## src/common/charger_cfg_regs.svh

```systemverilog
// Register offsets, field positions, reset values and decode constants for the charger block.
`ifndef CHARGER_CFG_REGS_SVH
`define CHARGER_CFG_REGS_SVH

`define THERMAL_ZONE_CFG_OFS    8'h1D
`define INPUT_LIMIT_CFG_OFS     8'h1E

`define ZONE_EN_BIT             7
`define FOLDBACK_MSB            6
`define FOLDBACK_LSB            3
`define VREDUCE_BIT             2
`define CHALVE_BIT              1
`define SHIP_BIT                0
`define ILIM_SPARE_BIT          7
`define ILIM_MSB                6
`define ILIM_LSB                0

`define THERMAL_ZONE_CFG_RST    8'h32
`define INPUT_LIMIT_CFG_RST     8'h95
`define UNMAPPED_READ_VAL       8'h00

`define ILIM_FLOOR_CODE         7'h04
`define ILIM_FLOOR_MA           12'h032
`define ILIM_STEP_MA            12'h019
`define CELL_COUNT              16'h0002
`define VREDUCE_PER_CELL_MV     16'h00B4
`define FOLDBACK_BASE_C         8'h55
`define FOLDBACK_STEP_C         8'h05

`endif

```

## src/common/charger_cfg_pkg.sv

```systemverilog
// Types shared by the charger configuration block.
`default_nettype none
package charger_cfg_pkg;
  typedef logic [7:0]  reg_addr_t;
  typedef logic [7:0]  reg_data_t;
  typedef logic [6:0]  ilim_code_t;
  typedef logic [3:0]  foldback_code_t;
  typedef logic [11:0] ma_t;
  typedef logic [15:0] mv_t;
  typedef logic [7:0]  temp_c_t;
endpackage
`default_nettype wire

```

## src/rtl/charger_thermal_input_limit_cfg.sv

```systemverilog
// Charger thermal-zone and input current limit configuration registers with decoded outputs.
`include "charger_cfg_regs.svh"
`default_nettype none
module charger_thermal_input_limit_cfg (
  // Clock and reset.
  input  wire logic                          clk,
  input  wire logic                          rst_b,
  // Register access from the serial control bus engine.
  input  wire logic                          reg_wr_en,
  input  wire logic                          reg_rd_en,
  input  wire charger_cfg_pkg::reg_addr_t    reg_addr,
  input  wire charger_cfg_pkg::reg_data_t    reg_wdata,
  output var  charger_cfg_pkg::reg_data_t    reg_rdata,
  output var  logic                          reg_rd_valid,
  // Charger control inputs.
  input  wire charger_cfg_pkg::mv_t          primary_termination_voltage,
  input  wire charger_cfg_pkg::ma_t          fast_charge_current_setting,
  input  wire logic                          thermistor_cool_zone,
  input  wire charger_cfg_pkg::temp_c_t      die_temp_c,
  input  wire logic                          ilim_override_valid,
  input  wire charger_cfg_pkg::ilim_code_t   ilim_override_code,
  // Decoded controls to the charger.
  output var  charger_cfg_pkg::mv_t          term_voltage_mv,
  output var  charger_cfg_pkg::ma_t          fast_charge_ma,
  output var  charger_cfg_pkg::ma_t          input_limit_ma,
  output var  logic                          factory_ship_request,
  output var  charger_cfg_pkg::temp_c_t      thermal_foldback_threshold,
  output var  logic                          thermal_regulation_flag
);
  import charger_cfg_pkg::*;

  localparam mv_t REDUCE_MV = mv_t'(`VREDUCE_PER_CELL_MV * `CELL_COUNT);

  // Register state.
  reg_data_t zone_cfg_ff;
  reg_data_t nxt_zone_cfg;
  reg_data_t ilim_cfg_ff;
  reg_data_t nxt_ilim_cfg;
  reg_data_t rdata_ff;
  reg_data_t nxt_rdata;
  logic      rd_valid_ff;
  logic      nxt_rd_valid;
  // Thermistor zone synchroniser.
  logic      cool_meta_ff;
  logic      cool_sync_ff;
  // Decoded outputs.
  mv_t       term_mv_ff;
  mv_t       nxt_term_mv;
  ma_t       fast_ma_ff;
  ma_t       nxt_fast_ma;
  ma_t       ilim_ma_ff;
  logic      ship_ff;
  logic      nxt_ship;
  temp_c_t   thresh_ff;
  temp_c_t   nxt_thresh;
  logic      thermal_regulation_flag_ff;
  logic      nxt_thermal_regulation_flag;

  ilim_code_t     eff_code;
  ma_t            eff_ma;
  logic           zone_en;
  logic           cool_active;
  foldback_code_t fold_code;
  temp_c_t        thresh_now;

  // The limit in effect may differ from the programmed code when the charger overrides it.
  assign eff_code = ilim_override_valid ? ilim_override_code
                                        : ilim_cfg_ff[`ILIM_MSB:`ILIM_LSB];
  assign zone_en     = zone_cfg_ff[`ZONE_EN_BIT];
  assign cool_active = zone_en && cool_sync_ff;
  assign fold_code   = zone_cfg_ff[`FOLDBACK_MSB:`FOLDBACK_LSB];
  assign thresh_now  = temp_c_t'(`FOLDBACK_BASE_C + {4'h0, fold_code} * `FOLDBACK_STEP_C);

  ilim_decode u_ilim_decode (
    .code     (eff_code),
    .limit_ma (eff_ma)
  );

  // Register writes and reads.
  always_comb begin
    nxt_zone_cfg = zone_cfg_ff;
    nxt_ilim_cfg = ilim_cfg_ff;
    nxt_rdata    = rdata_ff;
    nxt_rd_valid = reg_rd_en;
    if (reg_wr_en) begin
      if (reg_addr == `THERMAL_ZONE_CFG_OFS) begin
        nxt_zone_cfg = reg_wdata;
      end else if (reg_addr == `INPUT_LIMIT_CFG_OFS) begin
        nxt_ilim_cfg = reg_wdata;
      end
    end
    if (reg_rd_en) begin
      if (reg_addr == `THERMAL_ZONE_CFG_OFS) begin
        nxt_rdata = zone_cfg_ff;
      end else if (reg_addr == `INPUT_LIMIT_CFG_OFS) begin
        nxt_rdata = {ilim_cfg_ff[`ILIM_SPARE_BIT], eff_code};
      end else begin
        nxt_rdata = `UNMAPPED_READ_VAL;
      end
    end
  end

  always_ff @(posedge clk or negedge rst_b) begin
    if (!rst_b) begin
      zone_cfg_ff <= `THERMAL_ZONE_CFG_RST;
      ilim_cfg_ff <= `INPUT_LIMIT_CFG_RST;
      rdata_ff    <= 8'h00;
      rd_valid_ff <= 1'b0;
    end else begin
      zone_cfg_ff <= nxt_zone_cfg;
      ilim_cfg_ff <= nxt_ilim_cfg;
      rdata_ff    <= nxt_rdata;
      rd_valid_ff <= nxt_rd_valid;
    end
  end

  always_ff @(posedge clk or negedge rst_b) begin
    if (!rst_b) begin
      cool_meta_ff <= 1'b0;
      cool_sync_ff <= 1'b0;
    end else begin
      cool_meta_ff <= thermistor_cool_zone;
      cool_sync_ff <= cool_meta_ff;
    end
  end

  // Charger control values.
  always_comb begin
    nxt_term_mv = primary_termination_voltage;
    nxt_fast_ma = fast_charge_current_setting;
    if (cool_active && zone_cfg_ff[`VREDUCE_BIT]) begin
      // Saturate at zero rather than wrap on a very low primary setting.
      if (primary_termination_voltage >= REDUCE_MV) begin
        nxt_term_mv = primary_termination_voltage - REDUCE_MV;
      end else begin
        nxt_term_mv = 16'h0000;
      end
    end
    if (cool_active && zone_cfg_ff[`CHALVE_BIT]) begin
      nxt_fast_ma = fast_charge_current_setting >> 1;
    end
    nxt_ship   = zone_cfg_ff[`SHIP_BIT];
    nxt_thresh = thresh_now;
    nxt_thermal_regulation_flag   = die_temp_c > thresh_now;
  end

  always_ff @(posedge clk or negedge rst_b) begin
    if (!rst_b) begin
      term_mv_ff <= 16'h0000;
      fast_ma_ff <= 12'h000;
      ilim_ma_ff <= `ILIM_FLOOR_MA;
      ship_ff    <= 1'b0;
      thresh_ff  <= 8'h00;
      thermal_regulation_flag_ff    <= 1'b0;
    end else begin
      term_mv_ff <= nxt_term_mv;
      fast_ma_ff <= nxt_fast_ma;
      ilim_ma_ff <= eff_ma;
      ship_ff    <= nxt_ship;
      thresh_ff  <= nxt_thresh;
      thermal_regulation_flag_ff    <= nxt_thermal_regulation_flag;
    end
  end

  assign reg_rdata                  = rdata_ff;
  assign reg_rd_valid               = rd_valid_ff;
  assign term_voltage_mv            = term_mv_ff;
  assign fast_charge_ma             = fast_ma_ff;
  assign input_limit_ma             = ilim_ma_ff;
  assign factory_ship_request       = ship_ff;
  assign thermal_foldback_threshold = thresh_ff;
  assign thermal_regulation_flag    = thermal_regulation_flag_ff;
endmodule
`default_nettype wire

```

## src/rtl/ilim_decode.sv

```systemverilog
// Input current limit code to milliamp decoder.
`include "charger_cfg_regs.svh"
`default_nettype none
module ilim_decode (
  // Limit code.
  input  wire charger_cfg_pkg::ilim_code_t code,
  // Decoded limit.
  output var  charger_cfg_pkg::ma_t        limit_ma
);
  import charger_cfg_pkg::*;

  ma_t code_wide;

  always_comb begin
    code_wide = {5'h00, code};
    if (code < `ILIM_FLOOR_CODE) begin
      limit_ma = `ILIM_FLOOR_MA;
    end else begin
      limit_ma = ma_t'(code_wide * `ILIM_STEP_MA - `ILIM_STEP_MA);
    end
  end
endmodule
`default_nettype wire

```

## config.mk

```make
export PLATFORM = sky130hd
export DESIGN_NAME = charger_thermal_input_limit_cfg
export DESIGN_NICKNAME = d
export VERILOG_FILES = /design/src/common/charger_cfg_pkg.sv /design/src/rtl/charger_thermal_input_limit_cfg.sv /design/src/rtl/ilim_decode.sv
export VERILOG_INCLUDE_DIRS = /design/src /design/src/common
export SDC_FILE = /design/constraint.sdc
export NUM_CORES = 1
export LEC_CHECK = 0
export ABC_AREA = 1
export BUFFER_PORTS_ARGS = -buffer_cell sky130_fd_sc_hd__buf_4
export CORE_ASPECT_RATIO = 0.6
export CORE_MARGIN = 3
export CORE_UTILIZATION = 57
export CTS_CLUSTER_DIAMETER = 200
export DETAILED_ROUTE_END_ITERATION = 6
export PLACE_DENSITY_LB_ADDON = 0.08
export REMOVE_ABC_BUFFERS = 1
export SYNTH_ARGS = -nofsm -noshare
export SYNTH_HDL_FRONTEND = slang
export SYNTH_SLANG_ARGS = --single-unit
```

## constraint.sdc

```tcl
create_clock -name clk -period 7.15 [get_ports clk]
set_input_delay 0.715 -clock clk [delete_from_list [all_inputs] [get_ports clk]]
set_output_delay 0.715 -clock clk [all_outputs]
set_load 0.005 [all_outputs]
```

==> results of run 1 <==
## layer usage
metal	part of all wire (%)	GRT usage, %	vias to the layer above
met5	0	0	-
met4	1.4	6.96	0
met3	9.5	8.41	14
met2	45	38.8	178
met1	44	33.2	1824
li1	-	-	1987
## cell families (layout without fill, tap and decap cells)
kind of cell	count (synthesis)	in the layout	share of synthesized area (%)
AO/OA/AOI/OAI	59	59	6.73
XOR/XNOR	8	8	1.54
adder cells (fa/ha/maj)	55	55	16.0
buffers and inverters	104	234	9.21
flip-flops	77	77	42.7
multiplexers	1	1	0.248
AND/OR/NAND/NOR	246	246	23.6
## power groups by stage
stage | registers [mW] | clock network, mW | logic, mW
2_1_floorplan | 0.520 | 0 | 0.193
3_3_place_gp | 0.514 | 0 | 0.351
3_5_place_dp | 0.516 | 0 | 0.365
4_1_cts | 0.510 | 0.429 | 0.370
5_1_grt | 0.514 | 0.448 | 0.418
6_report | 0.509 | 0.423 | 0.370
## flip-flops by register name, indices dropped and copies added (netlist names)
name,count
zone_cfg_ff,8
input_limit_ma,12
fast_charge_ma,12
reg_rdata,8
ilim_cfg_ff,8
factory_ship_request,1
reg_rd_valid,1
cool_meta_ff,1
thermal_foldback_threshold,8
cool_sync_ff,1
thermal_regulation_flag,1
term_voltage_mv,16
## placed cells by master (no fill, tap or decap), drive strengths merged
master	n
nor3	3
o21a	2
o21ai	25
nand4	10
clkbuf	15
clkinv	2
nand2	140
fa	5
inv	94
a21oi	30
ha	50
mux2	1
xor2	7
dfstp	10
dfrtp	67
xnor2	1
or2	5
nand3b	1
buf	123
nand3	42
a21o	1
and2	1
nor2	44
o21bai	1
## worst min-delay path by stage
stage                  from  slack, ns      endpoint
2_1_floorplan  cool_meta_ff       0.33  cool_sync_ff
3_3_place_gp   cool_meta_ff       0.34  cool_sync_ff
3_5_place_dp   cool_meta_ff       0.34  cool_sync_ff
4_1_cts        cool_meta_ff       0.35  cool_sync_ff
5_1_grt        cool_meta_ff       0.38  cool_sync_ff
6_report       cool_meta_ff       0.35  cool_sync_ff
## cell type report
cell class	instances	area share, %
clock inverters	1	0.0862
well taps	104	2.24
clock buffers	15	4.61
inverters	95	6.22
flip-flops and latches	77	33.4
repair buffers	123	15.9
multi-input cells	369	37.6
## worst max-delay path: stages
cell and delay, ns:
buf_4 0.14, o21ai_0 0.61, ha_1 0.36, inv_1 0.07, ha_1 0.23, ha_1 0.33, ha_1 0.38, a21oi_1 0.30
o21a_1 0.18, nand3_1 0.06, nand2_1 0.06, nor2_1 0.06
==> impl_metrics.yaml, run 1 <==
clock_tree:
  cts_tree: "done"
  clk_latency_ns: 0.33
  cts_setup_buffers: 0
  clkTransAtPathRegs_ns: 0.06
  cts_sinks: 77
  h-tree-depth: 3
  postCtsResizedCells: 0
  cts_buffers: 9
  cts_max_path_buffers: 2
  cts_root_buf: "clkbuf_16"
  cts_hold_buf: 0
detailed_routing:
  antenna_left: 0
  drc: 0
  postRouteWirelength_um: 10900
  vias: 4003
  wl_per_cell_um: 13.9
  via_per_inst: 5.11
  drt-initial-drc-count: 334
  first_pass_iters: 5
synthesis:
  synth_top_area_share_pct: 36.9
  synth_ff_type: "dfrtp_1"
  async_reset_ff_share_pct: 100
  synth.most_common_cell: "nand2_1"
  yosysTopAreaCell: "dfrtp_1"
  ys_seq_elements: 77
  synth_commonest_cells: "138 x nand2_1, 92 x inv_1, 67 x dfrtp_1"
  synthTopCellsByArea: "dfrtp_1 37%, ha_1 14%, nand2_1 11%, inv_1 7.6%, dfstp_2 5.8%"
  yosys_warnings: 0
  synth_seq_area_share_pct: 42.7
  syn_inst: 550
  synth_edf_count: 0
  yosysUniqueCellTypes: 35
  synth.cell_area_mm2: 0.00454
  syn_area_per_cell_um2: 8.25
worst_hold_path:
  hp-class: "reg -> reg"
  min_path_cells: 0
layout:
  stdcell_count: 784
  multi_input_area_mm2: 0.00218
  drive_above_1_share_pct: 23.1
  area.sequential_mm2: 0.00194
  diodes: 0
  final_util_pct: 77.7
  syn_to_final_growth_pct: 28.0
  nNetsFinal: 795
  final_area_mm2: 0.00581
  fill_cells: 524
critical_path:
  critPathCaptureType: "register"
  r2r_end: "input_limit_ma[10]"
  rrSetupSlack_ns: 4.04
  cp-start-kind: "input port"
  cp.arrival_ns: 3.49
  crit_path_end: "input_limit_ma[10]"
  regToRegStartpoint: "ilim_cfg_ff[5]"
  r2r_cells: 11
  startpoint: "ilim_override_valid"
  worstPathRequired_ns: 7.37
  path_class: "in -> reg"
  critPathMaxFanout: 8
floorplan:
  die-area_mm2: 0.00911
  rows: 24
  fp.dieW_um: 121
  die_y_um: 75.1
  initial_core_util_pct: 60.7
  num_io_pins: 124
  core_mm2: 0.00748
pwr:
  pwr-share-comb_pct: 28.4
  power.internal_mw: 0.916
  clkPwrFrac_pct: 32.5
  pwr_density_cell_mw_per_mm2: 224
  p_sw_share_pct: 29.7
  p_seq_share_pct: 39.1
  peakVddDrop_uv: 198
  power_mw: 1.30
  power_switching_mw: 0.386
  power_leakage_nw: 3.31
sta:
  fmax_mhz: 306
  slew_headroom_pct: 36.6
  finalCritPeriodShare_pct: 45.7
  rsz0062_at_grt: "false"
  final.setup_skew_ns: 0.00352
  layout_min_cycle_time_ns: 3.27
  timing.setup.tns_ns: 0
  worstMarginPinSlew_ns: 0.951
  finalHoldViolations: 0
  worst_slack_ns: 3.88
  setup_viol: 0
  holdWs_ns: 0.349
  maxSlewViolCount: 0
place:
  numPortBuffers: 123
  dp_hpwl_um: 8520
  dpl.cell_count: 768
  placed_area_mm2: 0.00554
  pre_cts_ws_ns: 3.53
  gp_congestion: 0.886
global_route:
  grt_max_degree: 78
  grt_pass1_wl_um: 17400
  antenna_found_initial: 0
  grt_use_total_pct: 24.7
  grt_pass1_vias: 3754
  grt_overflow: 0
run:
  maxCapViolCount: 0
outcome:
  outcome: "finished, final reports clean"
No activity file was read; power rests on OpenSTA's default activity.
==> run 2: changes to the inputs <==
- ABC_AREA: 1 -> 0
- CORE_UTILIZATION: 57 -> 52
- clock period: 7.15 -> 3.3 ns (I/O delays scaled with it)
==> impl_metrics.yaml, run 2 <==
global_route:
  grt_pass1_wl_um: 15400
  grt_max_degree: 78
  grt_use_total_pct: 22.0
  grt_overflow: 0
  grt_pass1_vias: 3180
  antenna_found_initial: 0
clock_tree:
  cts_hold_buf: 0
  cts_sinks: 77
  cts_root_buf: "clkbuf_16"
  cts_tree: "done"
  cts_setup_buffers: 0
  h-tree-depth: 3
  cts_max_path_buffers: 2
  cts_buffers: 9
  clkTransAtPathRegs_ns: 0.06
  clk_latency_ns: 0.34
detailed_routing:
  postRouteWirelength_um: 9740
  first_pass_iters: 4
  wl_per_cell_um: 16.1
  vias: 3169
  antenna_left: 0
  drt-initial-drc-count: 135
  via_per_inst: 5.23
  drc: 0
layout:
  multi_input_area_mm2: 0.00211
  drive_above_1_share_pct: 39.6
  fill_cells: 552
  diodes: 0
  largest_reg_flops: 16
  layout_common_cells: "127 x buf_4, 67 x dfrtp_1, 50 x ha_1"
  syn_to_final_growth_pct: 32.6
  final_common_cell: "buf_4"
  area.sequential_mm2: 0.00194
  nNetsFinal: 617
critical_path:
  critPathCaptureType: "register"
  cp-start-kind: "register"
  cp.arrival_ns: 3.40
  worstPathRequired_ns: 3.52
  critPathMaxFanout: 5
  path_class: "reg -> reg"
sta:
  layout_min_cycle_time_ns: 3.18
  finalHoldViolations: 0
  worst_slack_ns: 0.117
  setup_viol: 0
  slew_headroom_pct: 37.3
  worstMarginPinSlew_ns: 0.941
  final.setup_skew_ns: 0.00832
  fmax_mhz: 314
  maxSlewViolCount: 0
  finalCritPeriodShare_pct: 96.5
synthesis:
  syn_inst: 366
  yosysTopAreaCell: "dfrtp_1"
  synth_top_area_share_pct: 40.0
  ys_seq_elements: 77
  synthTopCellsByArea: "dfrtp_1 40%, ha_1 15%, mux2_2 9.4%, dfstp_2 6.3%, inv_1 3.1%"
  synth_ff_type: "dfrtp_1"
  yosysUniqueCellTypes: 48
  synth_seq_area_share_pct: 46.3
  syn_area_per_cell_um2: 11.5
  synth_commonest_cells: "67 x dfrtp_1, 50 x ha_1, 35 x inv_1, 35 x mux2_2, 26 x nor2_1"
  synth.most_common_cell: "dfrtp_1"
  synth_edf_count: 0
  synth.cell_area_mm2: 0.00419
  async_reset_ff_share_pct: 100
  yosys_warnings: 0
run:
  maxCapViolCount: 0
floorplan:
  fp.dieW_um: 122
  initial_core_util_pct: 55.6
  rows: 24
  die_y_um: 75.6
  core_mm2: 0.00754
  num_io_pins: 124
  die-area_mm2: 0.00921
pwr:
  p_sw_share_pct: 26.5
  p_seq_share_pct: 40.9
  peakVddDrop_uv: 249
  pwr-share-comb_pct: 21.7
  power.internal_mw: 1.93
  power_mw: 2.62
  power_leakage_nw: 2.86
  pwr_density_cell_mw_per_mm2: 471
  power_switching_mw: 0.693
  clkPwrFrac_pct: 37.4
outcome:
  outcome: "finished, final reports clean"
place:
  numPortBuffers: 123
  gp_congestion: 0.873
  pre_cts_ws_ns: -0.0732
  dp_hpwl_um: 7540
worst_hold_path:
  hp-class: "in -> reg"
-- run 2: power by group through the flow --
stage	Combinational (mW)	Sequential, mW	Clock (mW)
floorplan	0.262	1.09	0
global placement	0.542	1.09	0
detailed placement	0.560	1.09	0
CTS	0.566	1.07	1.00
global route	0.634	1.08	1.06
finish	0.567	1.07	0.980
-- run 2: path summary, 6_finish.rpt --
check | from | endpoint | slack [ns] | cells after the start
setup / recovery | ilim_cfg_ff[2] | input_limit_ma[10] | 0.12 | 12
hold / removal | thermistor_cool_zone | cool_meta_ff | 0.10 | 1
setup reg to reg | ilim_cfg_ff[2] | input_limit_ma[10] | 0.12 | 12
hold reg to reg | cool_meta_ff | cool_sync_ff | 0.35 | 0
max in group asynchronous | rst_b | term_voltage_mv[11] | 2.55 | 1
min in group asynchronous | rst_b | input_limit_ma[8] | 0.12 | 1
-- run 2: layout make-up --
| type | instances | share of cell area (%) |
|---|---|---|
| clock buffer | 9 | 4.05 |
| inverter | 35 | 2.36 |
| sequential | 77 | 34.9 |
| multi-input combinational | 247 | 37.9 |
| timing repair buffer | 127 | 17.1 |
| clock inverter | 7 | 1.35 |
| tap | 104 | 2.34 |
-- run 2: logic make-up after synthesis --
| family | synth area share (%) |
|---|---|
| buf+inv | 3.79 |
| fa+ha+maj | 17.3 |
| flops | 46.3 |
| xor+xnor | 2.72 |
| mux | 10.1 |
| simple gates | 9.85 |
| compound gates | 9.97 |
-- run 2: repair_timing --
action / 4_1_cts / 5_1_grt
setup endpoints to repair: 0 / 2
hold endpoints to repair: 0 / 0
gates resized for setup: 0 / 4
-- run 2: worst max-delay path, stage by stage, from the launching register on --
cell and delay (ns):
dfstp_2 0.53, mux2i_1 0.09, buf_4 0.17, ha_1 0.27
inv_1 0.05, fa_1 0.45, ha_1 0.31, ha_1 0.24
a21o_1 0.18, a21o_1 0.17, a221oi_1 0.35, xor2_1 0.20
nor2_1 0.05
-- run 2: through the flow --
stage          hold WS [ns]  instances  util, %   TNS, ns  area (um2)
5_1_grt              0.0876        606     73.8  -0.00964        5560
6_report              0.103        606     73.8         0        5560
3_3_place_gp          0.335        590     69.6         0        5250
4_1_cts              0.0919        606     73.6         0        5550
2_1_floorplan        0.0344        359        -         0        4170
3_5_place_dp          0.340        590     69.6    -0.128        5250
-- run 2: routing by layer --
metal	GRT usage (%)	vias up	routed length, um
met4	7.58	0	96
li1	-	1537	-
met3	6.75	6	635
met2	32.2	104	4340
met5	0	-	0
met1	31.5	1522	4670
==> run 3: changes to the inputs <==
- ABC_AREA: 0 -> 1
- CORE_ASPECT_RATIO: 0.6 -> 1.75
- CORE_UTILIZATION: 52 -> 53
==> impl_metrics.yaml, run 3 (same netlist as run 1, synthesis figures left out) <==
critical_path:
  critPathSlowestCell: "o21ai_0"
  critPathCaptureType: "register"
  path_cells: "o21ai_0 -> ha_1 -> inv_1 -> fa_1 -> ha_1 -> ha_1 -> a21oi_1 -> nor2_1 -> nor2_1 -> nand3_1 -> nand2_1 -> nor2_1"
  cp-start-kind: "register"
  slowest_delay_ns: 0.44
  rrSetupSlack_ns: 0.24
  path_class: "reg -> reg"
  crit_buf_inv: 1
  critPathMaxFanout: 5
  cp.arrival_ns: 3.28
  worstPathRequired_ns: 3.52
  path_delay_family: "adder cells"
floorplan:
  initial_core_util_pct: 54.6
  die_y_um: 128
  fp.dieW_um: 76.0
  rows: 44
  num_io_pins: 124
  core_mm2: 0.00831
  die-area_mm2: 0.00976
sta:
  final.setup_skew_ns: 0.00778
  holdWs_ns: 0.101
  slew_headroom_pct: 36.8
  finalCritPeriodShare_pct: 92.8
  finalHoldViolations: 0
  rsz0062_at_grt: "false"
  setup_viol: 0
  worstMarginPinSlew_ns: 0.948
  layout_min_cycle_time_ns: 3.06
  fmax_mhz: 327
  timing.setup.tns_ns: 0
  maxSlewViolCount: 0
  worst_slack_ns: 0.238
detailed_routing:
  vias: 3904
  drc: 0
  postRouteWirelength_um: 10600
  wl_per_cell_um: 13.3
  first_pass_iters: 4
  drt-initial-drc-count: 99
  via_per_inst: 4.91
  antenna_left: 0
clock_tree:
  cts_root_buf: "clkbuf_16"
  cts_sinks: 77
  clkTransAtPathRegs_ns: 0.06
  clk_latency_ns: 0.34
  h-tree-depth: 3
  cts_setup_buffers: 0
  cts_hold_buf: 0
  cts_buffers: 9
  postCtsResizedCells: 0
  cts_tree: "done"
  cts_max_path_buffers: 2
pwr:
  clkPwrFrac_pct: 36.3
  peakVddDrop_uv: 407
  power_leakage_nw: 3.34
  p_seq_share_pct: 37.2
  p_sw_share_pct: 28.5
  pwr_density_cell_mw_per_mm2: 503
  power.internal_mw: 2.12
  pwr-share-comb_pct: 26.5
  power_switching_mw: 0.842
layout:
  largest_reg_flops: 16
  syn_to_final_growth_pct: 29.4
  multi_input_area_mm2: 0.00218
  drive_above_1_share_pct: 23.5
  final_common_cell: "nand2_1"
  final_area_mm2: 0.00588
  diodes: 0
  area.sequential_mm2: 0.00194
  fill_cells: 665
  layout_common_cells: "138 x nand2_1, 123 x buf_4, 92 x inv_1"
  nNetsFinal: 795
place:
  pre_cts_ws_ns: 0.166
  numPortBuffers: 123
  placed_area_mm2: 0.00555
  dp_hpwl_um: 8460
  gp_congestion: 0.902
outcome:
  outcome: "finished, final reports clean"
global_route:
  antenna_found_initial: 0
  grt_use_total_pct: 22.3
  grt_pass1_wl_um: 17300
  grt_pass1_vias: 4079
  grt_max_degree: 78
  grt_overflow: 0
worst_hold_path:
  hp-class: "in -> reg"
run:
  maxCapViolCount: 0
run 3: final timing paths:
path,depth (start not counted),endpoint,startpoint
min in group asynchronous,1,input_limit_ma[8],rst_b
worst min-delay path,1,cool_meta_ff,thermistor_cool_zone
worst max register to register,12,input_limit_ma[9],ilim_cfg_ff[3]
worst min register to register,0,cool_sync_ff,cool_meta_ff
worst max-delay path,12,input_limit_ma[9],ilim_cfg_ff[3]
max in group asynchronous,1,input_limit_ma[9],rst_b
run 3: worst register-to-register path: stages, from the launching register on:
cell and delay [ns]:
dfrtp_1 0.39, o21ai_0 0.44, ha_1 0.33, inv_1 0.08, fa_1 0.42, ha_1 0.31, ha_1 0.36, a21oi_1 0.25
nor2_1 0.06, nor2_1 0.12, nand3_1 0.09, nand2_1 0.06, nor2_1 0.05
run 3: layer usage:
layer,routed length [um],GRT usage [%]
met1,3830,21.7
met2,5940,43.0
met3,516,6.02
met4,312,11.1
met5,0,0
run 3: final cells by class:
cell class,count,area share [%]
clock buffers,11,4.13
clock inverters,5,1.41
inverters,95,6.15
multi-input cells,369,37.1
flip-flops and latches,77,33.0
well taps,115,2.45
repair buffers,123,15.7
run 3: metrics by stage:
stage	total power, mW	utilization (%)	cells
after floorplan	1.54	-	541
after global placement	1.88	66.8	779
after detailed placement	1.91	66.8	779
after CTS	2.99	70.7	795
after global routing	3.14	70.7	795
final	2.96	70.7	795
run 3: power groups by stage:
stage / Combinational [mW] / Sequential (mW) / Clock, mW
after floorplan: 0.418 / 1.13 / 0
after global placement: 0.767 / 1.12 / 0
after detailed placement: 0.790 / 1.12 / 0
after CTS: 0.795 / 1.10 / 1.09
after global routing: 0.893 / 1.11 / 1.13
final: 0.784 / 1.10 / 1.07
